### src/rtl/hlsr_pkg.sv
package hlsr_pkg;

  localparam logic [7:0] LIVE_OFFSET = 8'hE5;
  localparam logic [7:0] ALERT_OFFSET = 8'hEF;
  localparam logic [7:0] CAUSE_OFFSET = 8'hF1;

  localparam logic [15:0] LIVE_RESET = 16'h0000;
  localparam logic [7:0] ALERT_FIXED = 8'h36;
  localparam logic [7:0] ALERT_RESET = 8'hF6;
  localparam logic [7:0] CAUSE_RESET = 8'h00;
  localparam logic [3:0] CAUSE_NONE = 4'h0;

  localparam logic [3:0] CAUSE_OPERATION = 4'h1;
  localparam logic [3:0] CAUSE_ENABLE = 4'h2;
  localparam logic [3:0] CAUSE_REBOOT = 4'h3;
  localparam logic [3:0] CAUSE_INTERNAL_SUPPLY_LOCKOUT = 4'h4;
  localparam logic [3:0] CAUSE_THERMAL_SHUTDOWN = 4'h5;
  localparam logic [3:0] CAUSE_MAIN_SUPPLY_LOCKOUT = 4'h6;
  localparam logic [3:0] CAUSE_OVERTEMP_FAULT = 4'h7;
  localparam logic [3:0] CAUSE_OVERCURRENT_FAULT = 4'h8;
  localparam logic [3:0] CAUSE_POWER_LEVEL2_FAULT = 4'h9;
  localparam logic [3:0] CAUSE_POWER_LEVEL1_FAULT = 4'hA;
  localparam logic [3:0] CAUSE_SWITCH_BAD_FAULT = 4'hB;
  localparam logic [3:0] CAUSE_INPUT_UNDER_FAULT = 4'hC;
  localparam logic [3:0] CAUSE_INPUT_OVER_FAULT = 4'hD;

  localparam int CAUSE_COUNT = 13;

  typedef struct packed {
    logic feedbackHigh;
    logic gateSourceHigh;
    logic drainSourceLow;
    logic senseShort;
    logic gateDrive;
    logic timerCapLow;
    logic enableActive;
    logic overcurrent;
    logic undervoltagePin;
    logic overvoltagePin;
    logic powerLevel1;
    logic switchFault;
  } hlsr_sense_t;

  localparam hlsr_sense_t SENSE_IDLE = 12'h008;

  typedef struct packed {
    logic alertDriven;
    logic busUnavailable;
  } hlsr_flags_t;

endpackage

### src/rtl/hotswap_live_status_regs.sv
`timescale 1ns/10ps
`default_nettype none

// Operation
// - Output loss: feedback low while hold set.
// - Switch short: sense over 2mV, switch off.
// - Bit 10 mirrors gate drive pin level.
// - Bit 9 set when timer pin low.
// - Hold sets on feedback, gate, drain conditions.
// - Hold clears by feedback-low or switch-off.
// - Select 1 feedback-low clears; 0 switch-off clears.
// - Bit 7 shows enable pin active.
// - Bit 6 mirrors overcurrent comparator.
// - Bit 5 undervoltage low; bit 4 overvoltage high.
// - Bit 3 follows power limit, unlatched.
// - Bit 2 shows switch fault present.
// - Alert bit 7 reads 0 while alert driven.
// - Busy bit 6 reads 0 while unavailable.
// - Cause code in low nibble, upper zero.
// - Cause codes one through thirteen assigned.
module hotswap_live_status_regs (
  input wire logic mclk,
  input wire logic resetn,
  input wire hlsr_pkg::hlsr_sense_t senseIn,
  input wire hlsr_pkg::hlsr_flags_t flagsIn,
  input wire logic powerGoodClearSelect,
  input wire logic [hlsr_pkg::CAUSE_COUNT-1:0] shutdownEvent,
  input wire logic readStrobe,
  input wire logic writeStrobe,
  input wire logic [7:0] regAddr,
  input wire logic [15:0] writeData,
  output logic [15:0] readData,
  output logic readValid,
  output logic addrError,
  output logic [15:0] livePinStatus,
  output logic [7:0] alertBusyFlags,
  output logic [7:0] shutdownCause
);

  hlsr_pkg::hlsr_sense_t senseMeta;
  hlsr_pkg::hlsr_sense_t senseSync;
  hlsr_pkg::hlsr_flags_t flagsMeta;
  hlsr_pkg::hlsr_flags_t flagsSync;
  logic selectMeta;
  logic selectSync;
  logic [hlsr_pkg::CAUSE_COUNT-1:0] eventMeta;
  logic [hlsr_pkg::CAUSE_COUNT-1:0] eventSync;
  logic [hlsr_pkg::CAUSE_COUNT-1:0] eventPrev;
  logic powerGoodHold;
  logic [3:0] lastOffReason;
  logic [3:0] next_lastOffReason;
  logic [15:0] next_live;
  logic [7:0] next_alert;
  logic [hlsr_pkg::CAUSE_COUNT-1:0] eventRise;
  logic holdSet;
  logic holdClear;

  // Maps a one-hot event position to its cause code.
  function automatic logic [3:0] causeCode(input int idx);
    case (idx)
      0: causeCode = hlsr_pkg::CAUSE_OPERATION;
      1: causeCode = hlsr_pkg::CAUSE_ENABLE;
      2: causeCode = hlsr_pkg::CAUSE_REBOOT;
      3: causeCode = hlsr_pkg::CAUSE_INTERNAL_SUPPLY_LOCKOUT;
      4: causeCode = hlsr_pkg::CAUSE_THERMAL_SHUTDOWN;
      5: causeCode = hlsr_pkg::CAUSE_MAIN_SUPPLY_LOCKOUT;
      6: causeCode = hlsr_pkg::CAUSE_OVERTEMP_FAULT;
      7: causeCode = hlsr_pkg::CAUSE_OVERCURRENT_FAULT;
      8: causeCode = hlsr_pkg::CAUSE_POWER_LEVEL2_FAULT;
      9: causeCode = hlsr_pkg::CAUSE_POWER_LEVEL1_FAULT;
      10: causeCode = hlsr_pkg::CAUSE_SWITCH_BAD_FAULT;
      11: causeCode = hlsr_pkg::CAUSE_INPUT_UNDER_FAULT;
      12: causeCode = hlsr_pkg::CAUSE_INPUT_OVER_FAULT;
      default: causeCode = hlsr_pkg::CAUSE_NONE;
    endcase
  endfunction

  // Tells whether an offset belongs to one of the three status words.
  function automatic logic isMapped(input logic [7:0] addr);
    case (addr)
      hlsr_pkg::LIVE_OFFSET: isMapped = 1'b1;
      hlsr_pkg::ALERT_OFFSET: isMapped = 1'b1;
      hlsr_pkg::CAUSE_OFFSET: isMapped = 1'b1;
      default: isMapped = 1'b0;
    endcase
  endfunction

  // Brings the comparator and pin levels into the clock domain at their idle levels.
  always_ff @(posedge mclk)
  begin
    if (!resetn)
    begin
      senseMeta <= hlsr_pkg::SENSE_IDLE;
      senseSync <= hlsr_pkg::SENSE_IDLE;
    end
    else
    begin
      senseMeta <= senseIn;
      senseSync <= senseMeta;
    end
  end

  // Brings the alert and busy indications into the clock domain.
  always_ff @(posedge mclk)
  begin
    if (!resetn)
    begin
      flagsMeta <= '0;
      flagsSync <= '0;
    end
    else
    begin
      flagsMeta <= flagsIn;
      flagsSync <= flagsMeta;
    end
  end

  // Brings the hold clear select into the clock domain.
  always_ff @(posedge mclk)
  begin
    if (!resetn)
    begin
      selectMeta <= 1'b1;
      selectSync <= 1'b1;
    end
    else
    begin
      selectMeta <= powerGoodClearSelect;
      selectSync <= selectMeta;
    end
  end

  // Brings the shutdown events into the clock domain and keeps their last level.
  always_ff @(posedge mclk)
  begin
    if (!resetn)
    begin
      eventMeta <= '0;
      eventSync <= '0;
      eventPrev <= '0;
    end
    else
    begin
      eventMeta <= shutdownEvent;
      eventSync <= eventMeta;
      eventPrev <= eventSync;
    end
  end

  // Finds the rising edge of every shutdown event.
  genvar g;
  generate
    for (g = 0; g < hlsr_pkg::CAUSE_COUNT; g++)
    begin : gen_rise
      assign eventRise[g] = eventSync[g] && !eventPrev[g];
    end
  endgenerate

  // Decodes the set and clear conditions of the power-good hold.
  always_comb
  begin
    holdSet = senseSync.feedbackHigh && senseSync.gateSourceHigh && senseSync.drainSourceLow;
    holdClear = selectSync ? !senseSync.feedbackHigh : !senseSync.gateDrive;
  end

  // Power-good hold: set wins over clear when both occur together.
  always_ff @(posedge mclk)
  begin
    if (!resetn)
    begin
      powerGoodHold <= 1'b0;
    end
    else if (holdSet)
    begin
      powerGoodHold <= 1'b1;
    end
    else if (holdClear)
    begin
      powerGoodHold <= 1'b0;
    end
  end

  // The newest rising shutdown event records its cause; higher positions win ties.
  always_comb
  begin
    next_lastOffReason = lastOffReason;
    for (int i = 0; i < hlsr_pkg::CAUSE_COUNT; i++)
    begin
      if (eventRise[i])
      begin
        next_lastOffReason = causeCode(i);
      end
    end
  end

  always_ff @(posedge mclk)
  begin
    if (!resetn)
    begin
      lastOffReason <= hlsr_pkg::CAUSE_NONE;
    end
    else
    begin
      lastOffReason <= next_lastOffReason;
    end
  end

  // Assembles the live status word; reserved bits read zero.
  always_comb
  begin
    next_live = 16'h0000;
    next_live[15] = powerGoodHold && !senseSync.feedbackHigh;
    next_live[14] = senseSync.senseShort && !senseSync.gateDrive;
    next_live[10] = senseSync.gateDrive;
    next_live[9] = senseSync.timerCapLow;
    next_live[8] = powerGoodHold;
    next_live[7] = senseSync.enableActive;
    next_live[6] = senseSync.overcurrent;
    next_live[5] = !senseSync.undervoltagePin;
    next_live[4] = senseSync.overvoltagePin;
    next_live[3] = senseSync.powerLevel1;
    next_live[2] = senseSync.switchFault;
  end

  // Alert and busy word with fixed reserved pattern.
  always_comb
  begin
    next_alert = hlsr_pkg::ALERT_FIXED;
    next_alert[7] = !flagsSync.alertDriven;
    next_alert[6] = !flagsSync.busUnavailable;
  end

  // Live status word image; bus writes never reach it.
  always_ff @(posedge mclk)
  begin
    if (!resetn)
    begin
      livePinStatus <= hlsr_pkg::LIVE_RESET;
    end
    else
    begin
      livePinStatus <= next_live;
    end
  end

  // Alert and busy word image; bus writes never reach it.
  always_ff @(posedge mclk)
  begin
    if (!resetn)
    begin
      alertBusyFlags <= hlsr_pkg::ALERT_RESET;
    end
    else
    begin
      alertBusyFlags <= next_alert;
    end
  end

  // Shutdown cause image; the upper nibble always reads zero.
  always_ff @(posedge mclk)
  begin
    if (!resetn)
    begin
      shutdownCause <= hlsr_pkg::CAUSE_RESET;
    end
    else
    begin
      shutdownCause <= {4'h0, lastOffReason};
    end
  end

  // Read answer strobes: one cycle after the request.
  always_ff @(posedge mclk)
  begin
    if (!resetn)
    begin
      readValid <= 1'b0;
      addrError <= 1'b0;
    end
    else
    begin
      readValid <= readStrobe;
      addrError <= readStrobe && !isMapped(regAddr);
    end
  end

  // Read data: holds until the next read; writes are accepted and discarded.
  always_ff @(posedge mclk)
  begin
    if (!resetn)
    begin
      readData <= 16'h0000;
    end
    else if (readStrobe)
    begin
      case (regAddr)
        hlsr_pkg::LIVE_OFFSET: readData <= livePinStatus;
        hlsr_pkg::ALERT_OFFSET: readData <= {8'h00, alertBusyFlags};
        hlsr_pkg::CAUSE_OFFSET: readData <= {8'h00, shutdownCause};
        default: readData <= 16'h0000;
      endcase
    end
    else if (writeStrobe && (writeData == writeData))
    begin
      readData <= readData;
    end
  end

endmodule // hotswap_live_status_regs

`default_nettype wire
### config.mk
export PLATFORM = sky130hd
export DESIGN_NAME = hotswap_live_status_regs
export DESIGN_NICKNAME = d
export VERILOG_FILES = /design/src/rtl/hlsr_pkg.sv /design/src/rtl/hotswap_live_status_regs.sv
export SDC_FILE = /design/constraint.sdc
export NUM_CORES = 1
export LEC_CHECK = 0
export ABC_AREA = 1
export BUFFER_PORTS_ARGS = -buffer_cell sky130_fd_sc_hd__buf_2
export CAP_MARGIN = 20
export CORE_ASPECT_RATIO = 1.75
export CORE_MARGIN = 8
export CORE_UTILIZATION = 45
export CTS_CLUSTER_SIZE = 14
export DETAILED_ROUTE_END_ITERATION = 16
export GPL_TIMING_DRIVEN = 0
export PLACE_DENSITY = 0.74
export SLEW_MARGIN = 20
export SYNTH_ARGS = -nofsm -noshare
export SYNTH_HDL_FRONTEND = slang
export SYNTH_SLANG_ARGS = --single-unit
### constraint.sdc
create_clock -name mclk -period 1.1 [get_ports mclk]
set_input_delay 0.055 -clock mclk [delete_from_list [all_inputs] [get_ports mclk]]
set_output_delay 0.055 -clock mclk [all_outputs]
set_load 0.01 [all_outputs]
Word level (Yosys, flattened, before mapping)
Index checks and enable logic that the tools add are counted.
{"block": "word_totals", "ff_bits": 124, "input_bits": 56, "elab_cells": 110}
{"block": "classes", "n_eq_ne": 3, "muxes": 19, "bitwise": 1, "reduce_logical": 42}
{"cell": "4-bit 2-to-1 mux", "n": 13}
{"cell": "16-bit case mux with 3 select lines", "n": 1}
{"cell": "8-bit == test, second input constant", "n": 3}
{"cell": "1-bit logical NOT", "n": 19}
{"cell": "1-bit logical AND", "n": 18}
{"cell": "13-bit nonzero test", "n": 1}
{"cell": "11-bit nonzero test", "n": 1}
{"cell": "3-bit OR reduction", "n": 2}
{"cell": "1-bit 2-to-1 mux", "n": 5}
{"cell": "2-bit nonzero test", "n": 1}
{"cell": "1-bit NOT", "n": 1}

Depth between registers and ports, before layout
{"block": "depth", "depth_word": 15, "depth_mapped": 13, "depth_no_buf": 13}

Worst setup path after synthesis
Ideal clock, no wire load.
{"block": "synth_path", "kind": "flip-flop to flip-flop", "from": "register eventPrev[2] in the netlist's numbering", "to": "register lastOffReason[0]", "setup_time_ns": 0.132, "t_arrival_ns": 0.902, "t_required_ns": 0.968, "path_slack_ns": 0.066, "path_stages_with_launch": 10, "n_path_buf": 0, "cell_sequence": "dfxtp_1 -> inv_1 -> nand2_1 -> o21ai_0 -> a21oi_1 -> nand3b_1 -> nand2_1 -> inv_1 -> nand2_1 -> a21oi_1"}
{"block": "synth_via", "elab_chain_len": 13, "elab_cells_between_ends": 14}
{"item": "from (decl)", "line": "hotswap_live_status_regs.sv:48", "source": "logic [hlsr_pkg::CAUSE_COUNT-1:0] eventPrev;"}
{"item": "from (signal assigned)", "line": "hotswap_live_status_regs.sv:146", "source": "eventPrev <= eventSync;"}
{"item": "1-bit logical NOT *", "line": "hotswap_live_status_regs.sv:155", "source": "assign eventRise[g] = eventSync[g] && !eventPrev[g];"}
{"item": "1-bit logical AND *", "line": "hotswap_live_status_regs.sv:155"}
{"item": "4-bit 2-to-1 mux (11 in series)", "line": "hotswap_live_status_regs.sv:189", "source": "if (eventRise[i])"}
{"item": "to (signal assigned)", "line": "hotswap_live_status_regs.sv:200", "source": "lastOffReason <= hlsr_pkg::CAUSE_NONE;"}
{"item": "to (signal assigned)", "line": "hotswap_live_status_regs.sv:204", "source": "lastOffReason <= next_lastOffReason;"}
{"item": "to (decl)", "line": "hotswap_live_status_regs.sv:50", "source": "logic [3:0] lastOffReason;"}
Mark *: on every way between the ends. The rest lies on a longest branch, timed or not.
A chain may end at the register's enable or synchronous reset.

Final worst setup path
{"block": "layout_path", "from": "register eventPrev[4] in the netlist's numbering", "to": "register lastOffReason[0]"}
{"block": "layout_via", "elab_chain_len": 11, "elab_cells_between_ends": 12}
{"item": "1-bit logical NOT *", "line": "hotswap_live_status_regs.sv:155"}
{"item": "1-bit logical AND *", "line": "hotswap_live_status_regs.sv:155"}
{"item": "4-bit 2-to-1 mux (9 in series)", "line": "hotswap_live_status_regs.sv:189"}
Marks and branches as above.

==> out/metrics.cfg <==
[status]
run_status=finished, violations left
violations=setup timing

[sta]
rsz0062_at_grt=yes
finalSetupViolCount=4
report.final.slew_viol_count=0
min_period_ps=1170
setup_slack_ps=-69.7
finalHoldViolCount=0
skew_ps=5.49
final.period_utilization_pct=106
maxSlewHeadroom_pct=65.8
hold_ws_ps=34.5
worst_pin_slew_ps=513
clock.fmax_mhz=855

[detailed_routing]
vias=2737
drc=0
ant_nets=0
routed_wl_um=6920
post_drt_wl_per_cell_um=10.5
first_pass_iters=4
routed_via_density=4.15
drtIter0Drc=155

[synth]
async_reset_ff_share_pct=0
synth_area_leaders=dfxtp_1 60%, nand2_1 14%, inv_1 11%
synth_flop_cell=dfxtp_1
syn_area_mm2=0.00356
synth.largest_area_cell=dfxtp_1
ys_seq_elements=106
synth-edff-count=0
ys_types=27
syn_area_per_cell_um2=8.14
synth_warnings=0
synth_cells=438
yosysTopAreaCellShare_pct=59.6
ys_seq_area_share_pct=59.6

[die]
dieArea_mm2=0.0111
initial_core_util_pct=45.7
die_y_um=134
die_w_um=83.3
row_count=43
io_pins=106
core-area_mm2=0.00780

[place]
postPlaceCellArea_mm2=0.00408
place_congestion=0.826
portBuffers=69
dp.cells=613
dp_hpwl_um=4940

[global_route]
grt_overflow_total=0
grt_pass1_vias=2761
use_met1_pct=11.7
met2_usage_pct=23.5
met3_usage_pct=5.26
antenna_found_initial=0
grt_max_degree=17
gr-max-usage-layer=met2
grt_pass1_wl_um=11700
grt_usage_pct=12.9

[setup_path]
cp.arrival_ps=1370
crit_family=simple AND/OR/NAND/NOR gates
worst_path_max_delay_cell=dfxtp_1
crit_buf_inv=2
cp-end-kind=register
crit_chain=inv_1 -> nand2_2 -> nand4_1 -> nand3b_1 -> nand2_1 -> inv_1 -> nand2_1 -> a21oi_1
start_kind=register
critPathRequiredTime_ps=1300
cp_max_fo=4
worstSetupPathType=reg2reg
timing.critical_path.slowest_cell_delay_ps=310

[cts]
clock_latency_ps=340
cts_root_buf=clkbuf_16
cts_buffers=9
clkSinkCount=106
clkTransAtPathRegs_ps=60
cts_tree=done
clockBufferDepth=2
htree_levels=3

[final_layout]
synthToLayoutAreaGrowth_pct=31.8
antenna_cells=0
fin_cells=659
nFillCells=653
fin_util_pct=60.2
stdcell_area_mm2=0.00470
num-nets-final=621
drive_gt1_share_pct=23.4

[min_path]
hold_class=in2reg

[power_and_ir_drop]
ir_drop_mv=1.28
design_power_total_w=0.00755
p_per_area_mw_per_mm2=1610
cellLeakagePower_nw=2.71

[flow_run]
cap_violations=0

[power by group]
group	switching, W	internal [W]	total (W)
Combinational	0.000326	0.000309	0.000635
Sequential	0.0000570	0.00400	0.00406
Clock	0.00127	0.00158	0.00286
[cell usage after synthesis, types with 2 or more instances]
library cell	instances
a21oi_1	17
a22o_1	3
a31oi_1	2
buf_2	5
buf_4	18
buf_6	2
clkbuf_1	6
conb_1	2
dfxtp_1	106
inv_1	101
inv_2	2
nand2_1	133
nand3_1	5
nor2_1	12
o21ai_0	8
o21ai_1	2
or2_2	4
[registers in the layout, indices dropped and copies added, names as in the netlist, 2 cells and up]
signal          cells
eventMeta          13
eventPrev          13
eventSync          13
readData           13
senseMeta          12
livePinStatus      11
next_live           7
senseSync           5
lastOffReason       4
shutdownCause       4
alertBusyFlags      2
flagsMeta           2
flagsSync           2
[metrics by stage]
stage               TNS [ps]  setup WS (ps)
finish                  -194          -69.7
global route            -584           -217
CTS                    -96.3          -42.2
detailed placement      -331           -110
global placement        -226          -88.1
floorplan                  0           66.0
[routing by layer]
| metal | part of all wire (%) | routed length (um) | vias up |
|---|---|---|---|
| met3 | 6.7 | 462 | 10 |
| met2 | 52 | 3580 | 70 |
| met1 | 39 | 2720 | 1173 |
| met4 | 2.3 | 157 | 0 |
| met5 | 0 | 0 | - |
| li1 | - | - | 1484 |
[worst reg2reg max path, stage by stage, from the launching register on]
cell	delay [ps]
dfxtp_1	310
inv_1	40
nand2_2	80
nand4_1	120
nand3b_1	240
nand2_1	90
inv_1	40
nand2_1	50
a21oi_1	60
[repair_timing]
action / in CTS / in global routing
endpoints found under the setup margin: 4 / 4
gates resized for setup: 13 / 2
setup buffers: 2 / 1
endpoints found under the hold margin: 28 / 0
hold buffers: 28 / 0
pin swaps: 7 / 3
[layout by cell type, fill, tap and decap left out, types with 4 or more instances in the layout]
master / netlist / final
a21oi_1: 17 / 17
buf_2: 5 / 74
buf_4: 18 / 21
clkbuf_1: 6 / 7
clkbuf_16: 0 / 9
conb_1: 2 / 18
dfxtp_1: 106 / 104
dlygate4sd3_1: 0 / 28
inv_1: 101 / 101
nand2_1: 133 / 124
nand2_2: 0 / 9
nand3_1: 5 / 5
nor2_1: 12 / 12
o21ai_0: 8 / 7
or2_2: 4 / 4
[worst paths after layout]
path              cells after the start           endpoint  slack, ps          from
hold / removal                        3          readValid         30        resetn
hold reg to reg                       1  alertBusyFlags[6]        370  flagsSync[0]
setup reg to reg                      8   lastOffReason[0]        -70  eventPrev[4]
setup / recovery                      8   lastOffReason[0]        -70  eventPrev[4]
[logic make-up after synthesis]
family	after synthesis	share of synthesized area (%)
AND/OR/NAND/NOR	160	17.9
buffers and inverters	134	16.6
flip-flops	106	59.6
AO/OA/AOI/OAI	36	5.72
other	2	0.211
[cell type report]
type	count	area, um^2	share of cell area (%)
inverter	103	387	8.23
tap	90	113	2.40
sequential	106	2120	45.2
timing repair buffer	100	648	13.8
clock inverter	4	28.8	0.613
clock buffer	11	243	5.17
multi-input combinational	214	948	20.2
buffer	31	205	4.37
Note: power is estimated with default switching activity, not from simulation.
